[src/verilog/dpt_pkg.sv]
`default_nettype none
package dpt_pkg;
  // ----------------------------------------------------------------
  // Clock and bus geometry
  // ----------------------------------------------------------------
  localparam int unsigned CLK_HZ        = 20_000_000;
  localparam int unsigned CLK_PERIOD_NS = 50;
  localparam int unsigned ADDR_W        = 18;
  localparam int unsigned IDX_W         = 16;

  // ----------------------------------------------------------------
  // Register indices (byte address is four times the index)
  // ----------------------------------------------------------------
  localparam logic [15:0] IDX_FLAGS    = 16'hFF25;
  localparam logic [15:0] IDX_PAIR     = 16'hFF30;
  localparam logic [15:0] IDX_MODE0    = 16'hFF31;
  localparam logic [15:0] IDX_MODE1    = 16'hFF32;
  localparam logic [15:0] IDX_IRQ_STAT = 16'hFF50;
  localparam logic [15:0] IDX_IRQ_EN   = 16'hFF51;
  localparam logic [15:0] IDX_IRQ_CLR  = 16'hFF52;

  // ----------------------------------------------------------------
  // Field positions
  // ----------------------------------------------------------------
  localparam int unsigned FLAG_T1_BIT = 7;
  localparam int unsigned FLAG_T0_BIT = 6;
  localparam int unsigned PAIR_WIDE   = 4;
  localparam int unsigned PAIR_WAVE_OUT_SOURCE_SELECT  = 3;
  localparam int unsigned PAIR_OUTEN  = 2;
  localparam int unsigned PAIR_CK1    = 1;
  localparam int unsigned PAIR_CK0    = 0;
  localparam int unsigned MODE_EVENT  = 7;
  localparam int unsigned MODE_FUNC   = 6;
  localparam int unsigned MODE_POL    = 5;
  localparam int unsigned MODE_DIV_HI = 4;
  localparam int unsigned MODE_DIV_LO = 3;
  localparam int unsigned MODE_RUN    = 0;

  // ----------------------------------------------------------------
  // Reset values and writable masks
  // ----------------------------------------------------------------
  localparam logic [7:0] REG_RESET   = 8'h00;
  localparam logic [7:0] PAIR_WMASK  = 8'h1F;
  localparam logic [7:0] MODE0_WMASK = 8'hFD;
  localparam logic [7:0] MODE1_WMASK = 8'h1D;
  localparam logic [7:0] FLAG_MASK   = 8'hC0;
  localparam logic [7:0] CNT_RELOAD  = 8'hFF;

  // ----------------------------------------------------------------
  // Prescaler ratio codes and their divide masks
  // ----------------------------------------------------------------
  localparam logic [1:0] DIV_64 = 2'b11;
  localparam logic [1:0] DIV_16 = 2'b10;
  localparam logic [1:0] DIV_4  = 2'b01;
  localparam logic [1:0] DIV_1  = 2'b00;
  localparam logic [5:0] MASK_64 = 6'h3F;
  localparam logic [5:0] MASK_16 = 6'h0F;
  localparam logic [5:0] MASK_4  = 6'h03;
  localparam logic [5:0] MASK_1  = 6'h00;

  // ----------------------------------------------------------------
  // Timing
  // ----------------------------------------------------------------
  localparam int unsigned NR_TIME_NS = 250;
  localparam int unsigned NR_CYCLES  =
    (NR_TIME_NS + CLK_PERIOD_NS - 1) / CLK_PERIOD_NS;
  localparam int unsigned HS_DIV_DEF = 2;
  localparam int unsigned LS_DIV_DEF = 610;
endpackage
`default_nettype wire

[src/verilog/dpt_presc_if.sv]
`timescale 1ns/1ps
`default_nettype none
interface dpt_presc_if;
  logic       srcTick;
  logic [1:0] ratio;
  logic       tick;
  modport ctrl  (output srcTick, output ratio, input tick);
  modport presc (input srcTick, input ratio, output tick);
endinterface
`default_nettype wire

[src/verilog/dpt_prescaler.sv]
`timescale 1ns/1ps
`default_nettype none
module dpt_prescaler (
  input  wire logic   clk_sys,
  input  wire logic   nrst,
  dpt_presc_if.presc  pif
);
  import dpt_pkg::*;

  typedef struct packed {
    logic [5:0] cnt;
    logic       tick;
  } dpt_presc_s;

  dpt_presc_s st_q;
  dpt_presc_s st_d;
  logic [5:0] mask;

  always_comb begin
    unique case (pif.ratio)
      DIV_64: mask = MASK_64;
      DIV_16: mask = MASK_16;
      DIV_4:  mask = MASK_4;
      DIV_1:  mask = MASK_1;
    endcase
  end

  // ----------------------------------------------------------------
  // Divider: one output tick per 2^n source ticks
  // ----------------------------------------------------------------
  always_comb begin
    st_d      = st_q;
    st_d.tick = 1'b0;
    if (pif.srcTick) begin
      if ((st_q.cnt & mask) == mask) begin
        st_d.cnt  = 6'h00;
        st_d.tick = 1'b1;
      end else begin
        st_d.cnt = st_q.cnt + 6'h01;
      end
    end
  end

  always_ff @(posedge clk_sys) begin
    if (!nrst) begin
      st_q <= '0;
    end else begin
      st_q <= st_d;
    end
  end

  assign pif.tick = st_q.tick;

  AST_TICK_CAUSE: assert property (@(posedge clk_sys) disable iff (!nrst)
    pif.tick |-> $past(pif.srcTick))
    else $error("Prescaler tick without a source tick");
endmodule
`default_nettype wire

[src/verilog/dpt_timer_ctrl.sv]
// Our own choice: the Wishbone interface to the registers.
`timescale 1ns/1ps
`default_nettype none
// Operation
// - Each timer owns a sticky interrupt flag
// - Writing 1 clears flag, 0 keeps it
// - Event-mode bit: 1 event counter, 0 timer
// - Function bit: pulse width or noise rejector
// - Polarity bit picks edge or measured level
// - Prescaler 0 source: high or low oscillator
// - Prescaler 1 source: high or low oscillator
// - Timer 0 ratio 11 gives 64, 10 16
// - Ratio codes give 64, 16, 4, 1
// - Run bit starts and halts timer 0
module dpt_timer_ctrl #(
  parameter int unsigned HS_DIV = dpt_pkg::HS_DIV_DEF,
  parameter int unsigned LS_DIV = dpt_pkg::LS_DIV_DEF
) (
  input  wire logic                      clk_sys,
  input  wire logic                      nrst,
  input  wire logic                      wb_cyc_i,
  input  wire logic                      wb_stb_i,
  input  wire logic                      wb_we_i,
  input  wire logic [dpt_pkg::ADDR_W-1:0] wb_adr_i,
  input  wire logic [3:0]                wb_sel_i,
  input  wire logic [31:0]               wb_dat_i,
  output logic      [31:0]               wb_dat_o,
  output logic                           wb_ack_o,
  input  wire logic                      count_input_pin,
  output logic                           wave_out_pin,
  output logic                           irq
);
  import dpt_pkg::*;

  localparam int unsigned HS_W = $clog2(HS_DIV + 1);
  localparam int unsigned LS_W = $clog2(LS_DIV + 1);
  localparam int unsigned NR_W = $clog2(NR_CYCLES + 1);
  localparam logic [HS_W-1:0] HS_LAST = HS_W'(HS_DIV - 1);
  localparam logic [LS_W-1:0] LS_LAST = LS_W'(LS_DIV - 1);
  localparam logic [NR_W-1:0] NR_LAST = NR_W'(NR_CYCLES - 1);

  typedef struct packed {
    logic            ack;
    logic [7:0]      rdata;
    logic [7:0]      pair;
    logic [7:0]      mode0;
    logic [7:0]      mode1;
    logic [7:0]      flags;
    logic [7:0]      irqEn;
    logic [HS_W-1:0] hsCnt;
    logic [LS_W-1:0] lsCnt;
    logic            hsTick;
    logic            lsTick;
    logic            pinMeta;
    logic            pinSync;
    logic            pinFilt;
    logic            pinPrev;
    logic [NR_W-1:0] nrCnt;
    logic [7:0]      cnt0;
    logic [7:0]      cnt1;
    logic            wave0;
    logic            wave1;
    logic            waveOut;
    logic            irq;
  } dpt_ctl_s;

  dpt_ctl_s st_q;
  dpt_ctl_s st_d;

  // ----------------------------------------------------------------
  // Prescalers, one per timer
  // ----------------------------------------------------------------
  logic [1:0] presTick;

  for (genvar g = 0; g < 2; g++) begin : gPresc
    dpt_presc_if pif ();
    logic ckSel;
    logic [7:0] modeReg;
    assign ckSel   = (g == 0) ? st_q.pair[PAIR_CK0] : st_q.pair[PAIR_CK1];
    assign modeReg = (g == 0) ? st_q.mode0 : st_q.mode1;
    assign pif.srcTick = ckSel ? st_q.hsTick : st_q.lsTick;
    assign pif.ratio   = {modeReg[MODE_DIV_HI], modeReg[MODE_DIV_LO]};
    assign presTick[g] = pif.tick;
    dpt_prescaler uPresc (
      .clk_sys (clk_sys),
      .nrst    (nrst),
      .pif     (pif)
    );
  end

  // ----------------------------------------------------------------
  // Bus decode
  // ----------------------------------------------------------------
  logic [IDX_W-1:0] idx;
  logic             aligned;
  logic             wrStrobe;
  logic             rdLane;

  assign idx      = wb_adr_i[ADDR_W-1:2];
  assign aligned  = (wb_adr_i[1:0] == 2'b00);
  // The write lands on the same edge that the master sees ack high
  assign wrStrobe = wb_cyc_i && wb_stb_i && wb_we_i && st_q.ack && aligned
                    && wb_sel_i[0];
  assign rdLane   = aligned;

  // Shared timer events, also watched by the checks below
  logic modeEvent;
  logic modeFunc;
  logic modePol;
  logic run0;
  logic run1;
  logic wide;
  logic level;
  logic edgeHit;
  logic step0;
  logic step1;
  logic under0;
  logic under1;
  logic [7:0] setFlags;
  logic [7:0] clrFlags;

  assign modeEvent = st_q.mode0[MODE_EVENT];
  assign modeFunc  = st_q.mode0[MODE_FUNC];
  assign modePol   = st_q.mode0[MODE_POL];
  assign run0      = st_q.mode0[MODE_RUN];
  assign run1      = st_q.mode1[MODE_RUN];
  assign wide      = st_q.pair[PAIR_WIDE];

  // In event mode the rejector output is used only when it is enabled
  assign level   = (modeEvent && modeFunc) ? st_q.pinFilt : st_q.pinSync;
  assign edgeHit = modePol ? (level && !st_q.pinPrev)
                           : (!level && st_q.pinPrev);

  always_comb begin
    if (modeEvent) begin
      step0 = run0 && edgeHit;
    end else if (modeFunc) begin
      // Pulse width: count only while the pin sits at the chosen level
      step0 = run0 && presTick[0] && (st_q.pinSync == modePol);
    end else begin
      step0 = run0 && presTick[0];
    end
  end

  assign under0 = step0 && (st_q.cnt0 == 8'h00);
  assign step1  = wide ? under0 : (run1 && presTick[1]);
  assign under1 = step1 && (st_q.cnt1 == 8'h00);

  // A joined pair raises only the upper timer's flag
  assign setFlags = {under1, under0 && !wide, 6'h00};
  assign clrFlags = (wrStrobe && (idx == IDX_FLAGS || idx == IDX_IRQ_CLR))
                    ? (wb_dat_i[7:0] & FLAG_MASK) : 8'h00;

  // ----------------------------------------------------------------
  // Next state
  // ----------------------------------------------------------------
  always_comb begin
    st_d = st_q;

    // Oscillator enables derived from the single system clock
    st_d.hsTick = (st_q.hsCnt == HS_LAST);
    st_d.hsCnt  = st_d.hsTick ? '0 : st_q.hsCnt + HS_W'(1);
    st_d.lsTick = (st_q.lsCnt == LS_LAST);
    st_d.lsCnt  = st_d.lsTick ? '0 : st_q.lsCnt + LS_W'(1);

    // Pin synchroniser, then noise rejector
    st_d.pinMeta = count_input_pin;
    st_d.pinSync = st_q.pinMeta;
    if (st_q.pinSync == st_q.pinFilt) begin
      st_d.nrCnt = '0;
    end else if (st_q.nrCnt == NR_LAST) begin
      st_d.nrCnt   = '0;
      st_d.pinFilt = st_q.pinSync;
    end else begin
      st_d.nrCnt = st_q.nrCnt + NR_W'(1);
    end
    st_d.pinPrev = level;

    // Down counters
    if (step0) begin
      st_d.cnt0 = under0 ? CNT_RELOAD : st_q.cnt0 - 8'h01;
    end
    if (step1) begin
      st_d.cnt1 = under1 ? CNT_RELOAD : st_q.cnt1 - 8'h01;
    end

    // Square wave toggles on each underflow of its timer
    st_d.wave0   = st_q.wave0 ^ under0;
    st_d.wave1   = st_q.wave1 ^ under1;
    st_d.waveOut = st_q.pair[PAIR_OUTEN]
                   && (st_q.pair[PAIR_WAVE_OUT_SOURCE_SELECT] ? st_q.wave1 : st_q.wave0);

    // Flags: a new event beats a clear in the same cycle
    st_d.flags = (st_q.flags & ~clrFlags) | setFlags;

    // Wishbone classic: ack one cycle after the request, for one cycle
    st_d.ack = wb_cyc_i && wb_stb_i && !st_q.ack;
    if (wb_cyc_i && wb_stb_i && !st_q.ack) begin
      st_d.rdata = 8'h00;
      if (rdLane) begin
        unique case (idx)
          IDX_FLAGS:    st_d.rdata = st_q.flags;
          IDX_PAIR:     st_d.rdata = st_q.pair;
          IDX_MODE0:    st_d.rdata = st_q.mode0;
          IDX_MODE1:    st_d.rdata = st_q.mode1;
          IDX_IRQ_STAT: st_d.rdata = st_q.flags;
          IDX_IRQ_EN:   st_d.rdata = st_q.irqEn;
          default:      st_d.rdata = 8'h00;
        endcase
      end
    end
    if (wrStrobe) begin
      unique case (idx)
        IDX_PAIR:   st_d.pair  = wb_dat_i[7:0] & PAIR_WMASK;
        IDX_MODE0:  st_d.mode0 = wb_dat_i[7:0] & MODE0_WMASK;
        IDX_MODE1:  st_d.mode1 = wb_dat_i[7:0] & MODE1_WMASK;
        IDX_IRQ_EN: st_d.irqEn = wb_dat_i[7:0] & FLAG_MASK;
        default:    st_d.rdata = st_q.rdata;
      endcase
    end

    st_d.irq = |(st_d.flags & st_d.irqEn);
  end

  always_ff @(posedge clk_sys) begin
    if (!nrst) begin
      st_q       <= '0;
      st_q.cnt0  <= CNT_RELOAD;
      st_q.cnt1  <= CNT_RELOAD;
      st_q.pair  <= REG_RESET;
      st_q.mode0 <= REG_RESET;
      st_q.flags <= REG_RESET;
    end else begin
      st_q <= st_d;
    end
  end

  assign wb_dat_o     = {24'h00_0000, st_q.rdata};
  assign wb_ack_o     = st_q.ack;
  assign wave_out_pin = st_q.waveOut;
  assign irq          = st_q.irq;

  // ----------------------------------------------------------------
  // Checks
  // ----------------------------------------------------------------
  AST_FLAG_SETS: assert property (@(posedge clk_sys) disable iff (!nrst)
    (under0 && !wide) |=> st_q.flags[FLAG_T0_BIT])
    else $error("Timer 0 underflow did not set its flag");

  AST_FLAG_CLEARS: assert property (@(posedge clk_sys) disable iff (!nrst)
    (clrFlags[FLAG_T1_BIT] && !under1) |=> !st_q.flags[FLAG_T1_BIT])
    else $error("Writing one did not clear the timer 1 flag");

  AST_FLAG_KEEPS: assert property (@(posedge clk_sys) disable iff (!nrst)
    (wrStrobe && idx == IDX_FLAGS && !wb_dat_i[FLAG_T0_BIT])
    |=> st_q.flags[FLAG_T0_BIT] == ($past(st_q.flags[FLAG_T0_BIT])
        || $past(under0 && !wide)))
    else $error("Writing zero changed the timer 0 flag");

  AST_MODE_RESET: assert property (@(posedge clk_sys)
    !nrst |=> (st_q.mode0 == 8'h00) && (st_q.pair == 8'h00))
    else $error("Control registers not zero after reset");

  AST_EVENT_EDGE: assert property (@(posedge clk_sys) disable iff (!nrst)
    (modeEvent && run0 && !modeFunc && $rose(st_q.pinSync) && modePol
     && st_q.pinPrev == 1'b0 && st_q.cnt0 != 8'h00)
    |=> st_q.cnt0 == $past(st_q.cnt0) - 8'h01)
    else $error("Rising edge did not decrement timer 0");

  AST_PW_GATE: assert property (@(posedge clk_sys) disable iff (!nrst)
    (!modeEvent && modeFunc && st_q.pinSync != modePol)
    |=> $stable(st_q.cnt0))
    else $error("Pulse width timer counted at the wrong level");

  AST_STOPPED: assert property (@(posedge clk_sys) disable iff (!nrst)
    !run0 [*2] |=> $stable(st_q.cnt0))
    else $error("Timer 0 counted while stopped");

  // Ratio 1 makes the prescaler transparent, so its tick shows the source
  AST_SRC_SEL: assert property (@(posedge clk_sys) disable iff (!nrst)
    (gPresc[0].pif.ratio == DIV_1 && !st_q.pair[PAIR_CK0])
    |=> presTick[0] == $past(st_q.lsTick))
    else $error("Prescaler 0 fed from the wrong oscillator");

  AST_WIDE_CHAIN: assert property (@(posedge clk_sys) disable iff (!nrst)
    (wide && !under0) |=> $stable(st_q.cnt1))
    else $error("Joined upper timer moved without a lower underflow");

  AST_WAVE_OFF: assert property (@(posedge clk_sys) disable iff (!nrst)
    !st_q.pair[PAIR_OUTEN] |=> !wave_out_pin)
    else $error("Wave output active while disabled");

  AST_WAVE_T0: assert property (@(posedge clk_sys) disable iff (!nrst)
    (st_q.pair[PAIR_OUTEN] && !st_q.pair[PAIR_WAVE_OUT_SOURCE_SELECT])
    |=> wave_out_pin == $past(st_q.wave0))
    else $error("Wave output does not follow timer 0");

  AST_WAVE_T1: assert property (@(posedge clk_sys) disable iff (!nrst)
    (st_q.pair[PAIR_OUTEN] && st_q.pair[PAIR_WAVE_OUT_SOURCE_SELECT])
    |=> wave_out_pin == $past(st_q.wave1))
    else $error("Wave output does not follow timer 1");

  AST_T1_FLAG_SETS: assert property (@(posedge clk_sys) disable iff (!nrst)
    under1 |=> st_q.flags[FLAG_T1_BIT])
    else $error("Timer 1 underflow did not set its flag");

  // A joined pair must never raise the lower flag, or software would
  // see two interrupts for one 16-bit wrap
  AST_WIDE_NO_T0: assert property (@(posedge clk_sys) disable iff (!nrst)
    (wide && !st_q.flags[FLAG_T0_BIT]) |=> !st_q.flags[FLAG_T0_BIT])
    else $error("Joined pair raised the timer 0 flag");

  AST_RUN_COUNTS: assert property (@(posedge clk_sys) disable iff (!nrst)
    (run0 && !modeEvent && !modeFunc && presTick[0] && st_q.cnt0 != 8'h00)
    |=> st_q.cnt0 == $past(st_q.cnt0) - 8'h01)
    else $error("Running timer 0 missed a prescaler tick");

  AST_PW_COUNT: assert property (@(posedge clk_sys) disable iff (!nrst)
    (!modeEvent && modeFunc && run0 && presTick[0]
     && st_q.pinSync == modePol && st_q.cnt0 != 8'h00)
    |=> st_q.cnt0 == $past(st_q.cnt0) - 8'h01)
    else $error("Pulse width timer missed a tick at the chosen level");

  AST_FALL_EDGE: assert property (@(posedge clk_sys) disable iff (!nrst)
    (modeEvent && run0 && !modeFunc && !modePol && $fell(st_q.pinSync)
     && st_q.pinPrev && st_q.cnt0 != 8'h00)
    |=> st_q.cnt0 == $past(st_q.cnt0) - 8'h01)
    else $error("Falling edge did not decrement timer 0");

  // The rejector trades about five cycles of latency for glitch immunity
  AST_NR_HOLDS: assert property (@(posedge clk_sys) disable iff (!nrst)
    (st_q.pinSync != st_q.pinFilt && st_q.nrCnt != NR_LAST)
    |=> $stable(st_q.pinFilt))
    else $error("Noise rejector passed a short pulse");

  AST_MODE_WRITE: assert property (@(posedge clk_sys) disable iff (!nrst)
    (wrStrobe && idx == IDX_MODE0)
    |=> st_q.mode0 == ($past(wb_dat_i[7:0]) & MODE0_WMASK))
    else $error("Timer 0 mode write did not land");

  AST_IRQ_LEVEL: assert property (@(posedge clk_sys) disable iff (!nrst)
    irq == |(st_q.flags & st_q.irqEn))
    else $error("Interrupt output does not match enabled flags");
endmodule
`default_nettype wire
[config.mk]
export PLATFORM = sky130hd
export DESIGN_NAME = dpt_timer_ctrl
export DESIGN_NICKNAME = d
export VERILOG_FILES = /design/src/verilog/dpt_pkg.sv /design/src/verilog/dpt_presc_if.sv /design/src/verilog/dpt_prescaler.sv /design/src/verilog/dpt_timer_ctrl.sv
export SDC_FILE = /design/constraint.sdc
export NUM_CORES = 1
export LEC_CHECK = 0
export BUFFER_PORTS_ARGS = -buffer_cell sky130_fd_sc_hd__buf_2
export CAP_MARGIN = 20
export CELL_PAD_IN_SITES_DETAIL_PLACEMENT = 1
export CELL_PAD_IN_SITES_GLOBAL_PLACEMENT = 1
export CORE_ASPECT_RATIO = 1.1
export CORE_MARGIN = 4
export CORE_UTILIZATION = 35
export CTS_CLUSTER_SIZE = 8
export DETAILED_ROUTE_END_ITERATION = 6
export PLACE_DENSITY_LB_ADDON = 0.1
export SLEW_MARGIN = 20
export SYNTH_ARGS = -nofsm -noshare
export SYNTH_HDL_FRONTEND = slang
export SYNTH_HIERARCHICAL = 1
export SYNTH_SLANG_ARGS = --single-unit
[constraint.sdc]
create_clock -name clk_sys -period 6.53 [get_ports clk_sys]
set_clock_uncertainty 0.1 [all_clocks]
set_input_delay 1.959 -clock clk_sys [delete_from_list [all_inputs] [get_ports clk_sys]]
set_output_delay 1.959 -clock clk_sys [all_outputs]
set_load 0.02 [all_outputs]
**Yosys cells after proc, flatten, opt, wreduce, memory -nomap -nowiden**

Index checks and enable logic that the tools add are counted.

- Register bits after elaboration: 96
- Output and inout bits: 35

- Add/subtract/negate cells: 7
- Equal/unequal tests: 21
- Multiplexer cells: 27
- Bitwise logic cells: 10
- Reduce and logical (&&, ||, !) cells: 40

Operators by type and width:

| cell | number |
|---|---|
| == test 16 bit (second input constant) | 7 |
| two-way mux 8 bit | 9 |
| one-hot mux 6 bit (4 select lines) | 2 |
| one-hot mux 8 bit (5 select lines) | 1 |
| two-way mux 32 bit | 1 |
| logical AND 1 bit | 18 |
| AND 8 bit | 2 |
| logical NOT 8 bit | 2 |
| subtractor 8 x 1 -> 8 bit (second input constant) | 2 |
| adder 6 x 1 -> 6 bit (second input constant) | 2 |
| AND 6 bit | 2 |
| == test 6 bit | 2 |
| two-way mux 6 bit | 2 |
| AND reduction 2 bit | 6 |
| adder 10 x 1 -> 10 bit (second input constant) | 1 |
| == test 10 bit (second input constant) | 1 |
| two-way mux 1 bit | 10 |
| two-way mux 5 bit | 2 |
| == test 2 bit (second input constant) | 4 |
| NOT 8 bit | 1 |
| bitwise OR 8 bit | 1 |
| OR reduction 8 bit | 1 |
| == test 2 x 1 -> 1 bit (second input constant) | 3 |
| logical NOT 2 bit | 3 |
| other kinds (12) | 20 |

**Longest topological paths before layout**

Gate-level depths: netlist (run 1).

- Depth after elaboration: 13
- Depth in mapped cells: 7
- Gate-level depth less buffers: 7

**Cells and area by module**

Netlist (run 1), hierarchy kept.

By module, submodules not included:

| module | times used | cells an instance | area each (um^2) | seq. area each (um^2) |
|---|---|---|---|---|
| dpt_timer_ctrl | 1 | 384 | 3383.2 | 1401.3 |
| dpt_prescaler | 2 | 36 | 334.1 | 140.1 |

**Least setup slack after synthesis (run 1)**

No wires, ideal clock.

- Kind: input port to flip-flop
- From: input wb_adr_i[5] in the netlist's numbering
- To: register st_q, in the netlist wb_dat_o[1]
- Setup time: 66 ps
- Arrival: 3382 ps
- Data required time: 6364 ps
- Slack: 2982 ps
- Cell stages on the path: 5
- Path buffers: 0
- Cell sequence: nor4bb_1 > nand4b_1 > nor4_1 > a32oi_1 > nor2_1

- Word-level cells in the longest chain between the ends: 7

RTL lines:

| what | line | RTL |
|---|---|---|
| start, declared | dpt_timer_ctrl.sv:24 | `input wire logic [dpt_pkg::ADDR_W-1:0] wb_adr_i,` |
| == test 16 bit | dpt_timer_ctrl.sv:201 | `unique case (idx)` |
| OR reduction 2 bit (no line) | - |  |
| one-hot mux 8 bit (5 select lines) | dpt_timer_ctrl.sv:201 |  |
| two-way mux 8 bit | dpt_timer_ctrl.sv:200 | `if (rdLane) begin` |
| two-way mux 8 bit | dpt_timer_ctrl.sv:198 | `if (wb_cyc_i && wb_stb_i && !st_q.ack) begin` |
| two-way mux 8 bit | dpt_timer_ctrl.sv:213 | `unique case (idx)` |
| two-way mux 32 bit | dpt_timer_ctrl.sv:212 | `if (wrStrobe) begin` |
| end signal, assigned | dpt_timer_ctrl.sv:234 | `st_q <= st_d;` |
| end, declared | dpt_timer_ctrl.sv:67 | `dpt_ctl_s st_q;` |

Several ways; a longest one is shown, not always the timed one. The select of a mux whose other input is x is not followed.
A chain may end at the register's enable or synchronous reset.

**Worst setup path after layout (run 1)**

Same ends and word-level chain as after synthesis.

==> flow_metrics.env, run 1 <==
export IMPL_outcome="finished, final reports clean"
export IMPL_clk_pin_slew_ns=0.06
export IMPL_grt_pass1_vias=3250
export IMPL_via_per_inst=4.946
export IMPL_clock_sinks=84
export IMPL_timing_hold_ws_ns=0.3196
export IMPL_first_iter_violations=102
export IMPL_finalHoldViolCount=0
export IMPL_cts_tree="yes"
export IMPL_clockRootBuffer="clkbuf_16"
export IMPL_path_cells="buf_2 > nor4bb_1 > nand4b_1 > nor4_1 > a32oi_1 > nor2_1"
export IMPL_drive_gt1_frac=0.1408
export IMPL_peakVddDrop_uv=106.3
export IMPL_synth_simple_gate_area_share=0.2326
export IMPL_synth_area_leader_cell="dfxtp_1"
export IMPL_r2r_end="st_q[9]"
export IMPL_io_pins=95
export IMPL_slew_viol_final=0
export IMPL_hold_path_class="register to register"
export IMPL_utilization=0.4109
export IMPL_muxShareOfSynthArea=0.05837
export IMPL_worst_path_buf_inv=1
export IMPL_grt_first_pass_wirelength_um=15420
export IMPL_async_flop_share=0
export IMPL_cts_resized=0
export IMPL_overflow=0
export IMPL_cp_endpoint="wb_dat_o[1]"
export IMPL_cts_hold_buffers=0
export IMPL_power_leakage_nw=1.841
export IMPL_critPathLaunch="wb_adr_i[5]"
export IMPL_fp_coreArea_um2=11110
export IMPL_fin_crit_ns=3.808
export IMPL_vias=3185
export IMPL_synth_commonest_cells="dfxtp_1, nor2_1, nand2_1"
export IMPL_start_util=0.3646
export IMPL_io_buffers=43
export IMPL_synthesis_area_um2=4051
export IMPL_cts_buffer_depth=2
export IMPL_synthXorXnorAreaFrac=0.05621
export IMPL_gp_congestion=0.7514
export IMPL_instances_no_fill=644
export IMPL_dpl_cell_count=630
export IMPL_synth_cells=456
export IMPL_ys_types=56
export IMPL_drc_errors=0
export IMPL_synth_seq_cells=84
export IMPL_n_antenna_cell=0
export IMPL_area_growth_pct=12.69
export IMPL_wl_um=8961
export IMPL_finalCritPeriodShare=0.5831
export IMPL_synth_top_family_by_area="simple AND/OR/NAND/NOR gates"
export IMPL_maxSlewHeadroom=0.3302
export IMPL_avgSynthCellArea_um2=8.885
export IMPL_slowest_delay_ns=0.89
export IMPL_cp_end_kind="register"
export IMPL_worstPathRequired_ns=6.70
export IMPL_num_rows=40
export IMPL_grt_use_total=0.1400
export IMPL_htreeDepth=3
export IMPL_synth_most_common_cell="dfxtp_1"
export IMPL_layout_setup_ws_ns=2.722
export IMPL_critPathSlowestCell="nor4_1"
export IMPL_cts_made_buffers=9
export IMPL_start_kind="primary input"
export IMPL_cap_violations=0
export IMPL_power_density_nw_per_um2=236.3
export IMPL_total_power_mw=1.079
export IMPL_worstMarginPinSlew_ns=0.9956
export IMPL_final_nets=564
export IMPL_drt_pre_antenna_iters=6
export IMPL_synthAdderAreaFrac=0.03088
export IMPL_yosysSeqAreaShare=0.4151
export IMPL_tns_ns=0
export IMPL_dieArea_um2=13360
export IMPL_path_depth=6
export IMPL_setup_worst_path_class="primary input to register"
export IMPL_max_freq_mhz=262.6
export IMPL_dp_slack_ns=2.416
export IMPL_antenna_left=0
export IMPL_grt_setup_unrepaired="false"
export IMPL_stdcell_area_um2=4566
export IMPL_synth_enable_flop_cells=0
export IMPL_grt_max_degree=36
export IMPL_crit_family="simple AND/OR/NAND/NOR gates"
export IMPL_chipWidth_um=110.6
export IMPL_critPathArrivalTime_ns=3.97
export IMPL_placed_cell_area_um2=4274
export IMPL_synth_ff_type="dfxtp_1"
export IMPL_postCtsSetupBuffers=0
export IMPL_antenna_found_initial=0
export IMPL_synth_compound_area_frac=0.1263
export IMPL_clock_latency_ns=0.33
export IMPL_fp_dieH_um=120.8
export IMPL_r2r_setup_slack_ns=4.15
export IMPL_critPathMaxFanout=6
export IMPL_synth_top_area_share=0.4151
export IMPL_wl_per_cell_um=13.91
export IMPL_setup_viol=0
export IMPL_ff2ff_path_depth=6
export IMPL_yosys_top_cells_area="dfxtp_1, buf_4, nor2_1"
export IMPL_dp_hpwl_um=6671
export IMPL_fill_cells=1341
export IMPL_yosysWarnings=6
export IMPL_reg2reg_from="gPresc[0].modeReg[6]"
flip-flops by register name, indices dropped and copies added (netlist names):
name                    count
st_q                       45
gPresc.uPresc/st_q         12
gPresc.modeReg             11
wb_dat_o                    8
gPresc.ckSel                2
gPresc.uPresc/pif.tick      2
irq                         1
st_d                        1
wave_out_pin                1
wb_ack_o                    1
cell families after synthesis:
kind of cell / Yosys count
AO/OA/AOI/OAI: 67
XOR/XNOR: 26
adder cells (fa/ha/maj): 10
buffers and inverters: 54
flip-flops: 84
multiplexers: 23
other: 1
AND/OR/NAND/NOR: 191
cells in the final DEF, fill, tap and decap left out, drive strengths merged, types with 4 or more instances in the layout:
cell / instances
a21oi: 19
nand3: 16
mux2i: 21
o2bb2ai: 4
nor3: 10
xor2: 16
and2: 11
ha: 10
or3: 4
nand2b: 6
xnor2: 10
nand3b: 5
nor2: 57
o21ai: 11
clkbuf: 12
a22oi: 4
a221oi: 4
inv: 13
nor2b: 4
conb: 24
nand2: 50
nand4: 5
dfxtp: 84
buf: 44
and3: 8
metal layers:
layer / routed length, um / global-route usage
met2: 4322 / 0.2401
met3: 343 / 0.03303
met1: 4112 / 0.1681
met5: 0 / 0
met4: 183 / 0.05851
cell type report:
class                           instances  area (um2)  area share
Tap cell                              147       183.9     0.04028
Multi-Input combinational cell        341        2133      0.4673
Timing Repair Buffer                   44       222.7     0.04878
Clock buffer                           12       256.5     0.05618
Inverter                               14       52.55     0.01151
Sequential cell                        84        1682      0.3683
Clock inverter                          2       35.03    0.007673
power by group:
| group | internal (mW) | switching (mW) | leakage [nW] | total, mW |
|---|---|---|---|---|
| Sequential | 0.519 | 0.00389 | 0.679 | 0.523 |
| Clock | 0.312 | 0.189 | 0.145 | 0.501 |
| Combinational | 0.0174 | 0.0381 | 1.02 | 0.0554 |
| Total | 0.848 | 0.230 | 1.84 | 1.08 |
worst min path at each step:
stage | startpoint | endpoint | slack (ns) | cells past startpoint
final | st_q[39] | st_q[39] | 0.32 | 1
after global routing | st_d[25] | st_q[25] | 0.34 | 1
after CTS | st_q[39] | st_q[39] | 0.32 | 1
after detailed placement | st_q[39] | st_q[39] | 0.32 | 1
after global placement | st_q[39] | st_q[39] | 0.31 | 1
after floorplan | st_q[39] | st_q[39] | 0.30 | 1
worst reg2reg max path: stages (launching register included):
cell and delay [ns]:
dfxtp_1 0.43, mux2i_1 0.28, mux2i_2 0.37, o2111ai_4 0.24, a2111oi_4 0.53, and3_2 0.24, o21ai_1 0.05
No activity file was read; power rests on OpenSTA's default activity.
==> inputs of run 2 (changes only) <==
==> constraint.sdc (replaced) <==
create_clock -name clk_sys -period 3.4 [get_ports clk_sys]
set_clock_uncertainty 0.1 [all_clocks]
set_input_delay 1.02 -clock clk_sys [delete_from_list [all_inputs] [get_ports clk_sys]]
set_output_delay 1.02 -clock clk_sys [all_outputs]
set_load 0.02 [all_outputs]
==> run 2 against run 1 <==
Compared with the run above:
- final area is 0.77% higher
- die area stayed put
- sequential share of layout area is 0.28 points lower
- non-clock buffer count is 3 higher
- via count is 1.4% higher
- sequential power is 91% higher
- critical path type unchanged
- critical endpoint is now gPresc[0].modeReg[4]
- highest routed layer unchanged
==> flow_metrics.env, run 2 (synthesized netlist as in run 1, its figures left out) <==
export IMPL_htreeDepth=3
export IMPL_finalHoldViolCount=0
export IMPL_final_nets=567
export IMPL_top_register="st_q"
export IMPL_cts_resized=0
export IMPL_cp_end_kind="register"
export IMPL_io_pins=95
export IMPL_num_rows=40
export IMPL_power_density_nw_per_um2=456.9
export IMPL_final_common_cell="dfxtp_1"
export IMPL_timing_hold_ws_ns=0.3287
export IMPL_outcome="finished, final reports clean"
export IMPL_tns_ns=0
export IMPL_antenna_left=0
export IMPL_grt_pass1_vias=3243
export IMPL_via_per_inst=4.974
export IMPL_drive_gt1_frac=0.1494
export IMPL_crit_family="simple AND/OR/NAND/NOR gates"
export IMPL_cts_made_buffers=9
export IMPL_wl_um=9058
export IMPL_fp_coreArea_um2=11110
export IMPL_fp_dieH_um=120.8
export IMPL_cts_tree="yes"
export IMPL_slowest_delay_ns=0.39
export IMPL_clockRootBuffer="clkbuf_16"
export IMPL_setup_viol=0
export IMPL_area_growth_pct=13.56
export IMPL_antenna_found_initial=0
export IMPL_setup_worst_path_class="primary input to register"
export IMPL_finalCritPeriodShare=0.7548
export IMPL_grt_first_pass_wirelength_um=15720
export IMPL_overflow=0
export IMPL_max_freq_mhz=389.7
export IMPL_total_power_mw=2.102
export IMPL_power_leakage_nw=1.861
export IMPL_clock_sinks=84
export IMPL_n_antenna_cell=0
export IMPL_clock_latency_ns=0.33
export IMPL_dieArea_um2=13360
export IMPL_wl_per_cell_um=13.96
export IMPL_grt_use_total=0.1437
export IMPL_largest_register_ffs=45
export IMPL_peakVddDrop_uv=196.4
export IMPL_start_kind="primary input"
export IMPL_cts_hold_buffers=0
export IMPL_vias=3228
export IMPL_cap_violations=0
export IMPL_final_cell_mix="dfxtp_1, nor2_1, nand2_1"
export IMPL_maxSlewHeadroom=0.5082
export IMPL_gp_congestion=0.7563
export IMPL_worstMarginPinSlew_ns=0.7328
export IMPL_grt_setup_unrepaired="false"
export IMPL_dp_hpwl_um=6706
export IMPL_chipWidth_um=110.6
export IMPL_postCtsSetupBuffers=0
export IMPL_path_cells="buf_2 > nor4bb_1 > nand4b_1 > nor2_2 > nand2_1 > mux2i_1 > nor2_1"
export IMPL_drt_pre_antenna_iters=5
export IMPL_fin_crit_ns=2.566
export IMPL_ff2ff_path_depth=6
export IMPL_fill_cells=1374
export IMPL_io_buffers=43
export IMPL_start_util=0.3646
export IMPL_min_delay_path_depth=1
export IMPL_critPathMaxFanout=7
export IMPL_critPathSlowestCell="nor4bb_1"
export IMPL_first_iter_violations=114
export IMPL_drc_errors=0
export IMPL_cts_buffer_depth=2
export IMPL_clk_pin_slew_ns=0.06
export IMPL_hold_path_class="register to register"
export IMPL_path_depth=7
export IMPL_grt_max_degree=34
export IMPL_worst_path_buf_inv=1
export IMPL_critPathArrivalTime_ns=2.67
export IMPL_worstPathRequired_ns=3.51
export IMPL_slew_viol_final=0
## run 2: changes by cell type in the layout (fill, tap and decap cells not counted), sizes merged
cell,delta
buf,+3
clkinv,+1
clkinvlp,+1
## run 2: final cells by class
cell class	count	area, um2	area share
clock buffers	12	256.5	0.05575
multi-input cells	341	2133	0.4637
repair buffers	47	245.2	0.05330
flip-flops and latches	84	1682	0.3655
clock inverters	4	47.55	0.01033
well taps	147	183.9	0.03998
inverters	14	52.55	0.01142
## run 2: stage by stage
stage                     utilization  instance area, um2  worst slack, ns  std cells
after CTS                      0.4141                4601           0.8299        649
after global placement         0.3867                4297           0.4917        633
final                          0.4141                4601           0.8338        649
after global routing           0.4141                4601           0.6015        649
after floorplan                     -                4138           0.7909        479
after detailed placement       0.3867                4297           0.4694        633
## run 2: where the power goes
group | leakage [nW] | switching, mW | total (mW) | internal, mW
clock | 0.149 | 0.383 | 0.989 | 0.607
sequential | 0.679 | 0.00792 | 1.00 | 0.996
combinational | 1.03 | 0.0745 | 0.109 | 0.0341
total | 1.86 | 0.465 | 2.10 | 1.64
## run 2: routing by layer
metal	global-route usage	wire length, um
met4	0.05543	126
met3	0.03554	366
met2	0.2424	4375
met5	0	0
met1	0.1767	4190
## run 2: final timing paths
path,startpoint,endpoint,slack [ns]
setup / recovery,wb_adr_i[5],gPresc[0].modeReg[4],0.83
hold / removal,st_q[39],st_q[39],0.33
setup reg to reg,gPresc[0].modeReg[6],st_q[9],1.03
hold reg to reg,st_q[39],st_q[39],0.33
==> inputs of run 3 (changes only) <==
==> constraint.sdc (replaced) <==
create_clock -name clk_sys -period 2.2 [get_ports clk_sys]
set_clock_uncertainty 0.1 [all_clocks]
set_input_delay 0.66 -clock clk_sys [delete_from_list [all_inputs] [get_ports clk_sys]]
set_output_delay 0.66 -clock clk_sys [all_outputs]
set_load 0.02 [all_outputs]
==> run 3 against run 2 <==
Compared with the run above:
- flip-flop and latch count stayed put
- count of clock-buffer cells in the layout grew 1
- register-to-register slack got worse by 0.96 ns
- worst hold slack gained 0.0050 ns
- largest power group unchanged
==> flow_metrics.env, run 3 (synthesized netlist as in run 1, its figures left out) <==
export IMPL_outcome="finished, final reports clean"
export IMPL_start_util=0.3646
export IMPL_vias=3279
export IMPL_drive_gt1_frac=0.2094
export IMPL_fp_coreArea_um2=11110
export IMPL_finalCritPeriodShare=0.9659
export IMPL_stdcell_area_um2=4865
export IMPL_clockRootBuffer="clkbuf_16"
export IMPL_critPathArrivalTime_ns=2.23
export IMPL_clock_sinks=84
export IMPL_fill_cells=1345
export IMPL_antenna_left=0
export IMPL_wl_um=9322
export IMPL_setup_viol=0
export IMPL_grt_max_degree=27
export IMPL_final_nets=596
export IMPL_top_register="st_q"
export IMPL_n_antenna_cell=0
export IMPL_tns_ns=0
export IMPL_r2r_setup_slack_ns=0.07
export IMPL_via_per_inst=4.843
export IMPL_timing_critical_path_mode_cell="mux2i_2"
export IMPL_start_kind="register"
export IMPL_ff2ff_path_depth=7
export IMPL_gp_congestion=0.7718
export IMPL_slowest_delay_ns=0.56
export IMPL_wl_per_cell_um=13.77
export IMPL_cts_hold_buffers=0
export IMPL_critPathSlowestCell="or4_4"
export IMPL_clock_latency_ns=0.33
export IMPL_wl_met1_um=4218
export IMPL_power_density_nw_per_um2=658.7
export IMPL_largest_register_ffs=45
export IMPL_critPathMaxFanout=3
export IMPL_utilization=0.4378
export IMPL_hold_path_class="register to register"
export IMPL_finalHoldViolCount=0
export IMPL_antenna_found_initial=0
export IMPL_area_growth_pct=20.07
export IMPL_clk_pin_slew_ns=0.06
export IMPL_num_rows=40
export IMPL_final_common_cell="dfxtp_1"
export IMPL_slew_viol_final=0
export IMPL_first_iter_violations=86
export IMPL_hold_start="st_q[39]"
export IMPL_wl_met3_um=332
export IMPL_cap_violations=0
export IMPL_grt_use_total=0.1440
export IMPL_reg2reg_from="gPresc[0].modeReg[6]"
export IMPL_cp_end_kind="register"
export IMPL_htreeDepth=3
export IMPL_overflow=0
export IMPL_dieArea_um2=13360
export IMPL_critPathLaunch="gPresc[0].modeReg[6]"
export IMPL_total_power_mw=3.205
export IMPL_grt_pass1_vias=3390
export IMPL_fp_dieH_um=120.8
export IMPL_drt_pre_antenna_iters=4
export IMPL_power_leakage_nw=2.007
export IMPL_grt_first_pass_wirelength_um=15910
export IMPL_placed_cell_area_um2=4523
export IMPL_cts_buffer_depth=2
export IMPL_cts_tree="yes"
export IMPL_setup_worst_path_class="register to register"
export IMPL_dr_max_layer_used="met4"
export IMPL_drc_errors=0
export IMPL_timing_hold_ws_ns=0.3336
export IMPL_grt_setup_unrepaired="true"
export IMPL_max_freq_mhz=470.6
export IMPL_min_delay_path_depth=1
export IMPL_path_cells="mux2i_2 > mux2i_2 > buf_4 > o211ai_1 > or4_4 > o21ai_2 > a31oi_1"
export IMPL_worstPathRequired_ns=2.30
export IMPL_final_cell_mix="dfxtp_1, nor2_1, nand2_1"
export IMPL_chipWidth_um=110.6
export IMPL_dp_hpwl_um=7180
export IMPL_postCtsSetupBuffers=0
export IMPL_cp_endpoint="st_q[19]"
export IMPL_wl_met2_um=4688
export IMPL_r2r_end="st_q[19]"
export IMPL_io_pins=95
export IMPL_io_buffers=43
export IMPL_peakVddDrop_uv=307.4
export IMPL_fin_crit_ns=2.125
export IMPL_cts_made_buffers=9
-- run 3: changes by cell type in the layout (fill, tap and decap cells not counted), moves of 2 or more --
cell	change
clkbuf_1	+2
o21ai_0	-2
buf_4	+29
nor4_1	-2
nor4_2	+2
-- run 3: through the flow --
step | cells | setup slack [ns]
floorplan | 479 | -0.02752
global placement | 662 | -0.2671
detailed placement | 662 | -0.2770
CTS | 677 | 0.03926
global route | 677 | -0.03140
finish | 677 | 0.07496
-- run 3: worst min path at each step --
stage | endpoint | slack, ns
2_1_floorplan | st_q[39] | 0.30
3_3_place_gp | st_q[39] | 0.31
3_5_place_dp | st_q[39] | 0.33
4_1_cts | st_q[39] | 0.34
5_1_grt | st_q[39] | 0.37
6_report | st_q[39] | 0.33
-- run 3: where the power goes --
| part | switching [mW] | leakage, nW | total, mW | internal, mW |
|---|---|---|---|---|
| registers | 0.0120 | 0.680 | 1.55 | 1.54 |
| logic | 0.119 | 1.19 | 0.185 | 0.0664 |
| clock network | 0.564 | 0.140 | 1.47 | 0.903 |
| total | 0.695 | 2.01 | 3.20 | 2.51 |
-- run 3: what timing repair did --
action,4_1_cts,5_1_grt
setup endpoints to repair,5,19
pin swaps,0,4
gates resized for setup,2,11
-- run 3: routing by layer --
layer | vias up | track usage
li1 | 1663 | -
met1 | 1561 | 0.1729
met2 | 47 | 0.2538
met3 | 8 | 0.03103
met4 | 0 | 0.05081
met5 | - | 0
-- run 3: layout make-up --
class	count	area, um2	area share
Multi-Input combinational cell	341	2197	0.4516
Inverter	14	52.55	0.01080
Tap cell	147	183.9	0.03781
Timing Repair Buffer	76	462.9	0.09516
Clock inverter	2	35.03	0.007202
Sequential cell	84	1683	0.3459
Clock buffer	13	250.2	0.05144
-- run 3: worst max-delay path, delay by kind of cell (launching register included) --
kind | cells | cell delay [ns]
compound gates | 3 | 0.28
flops | 1 | 0.34
buf+inv | 1 | 0.17
mux | 2 | 0.54
simple gates | 1 | 0.56
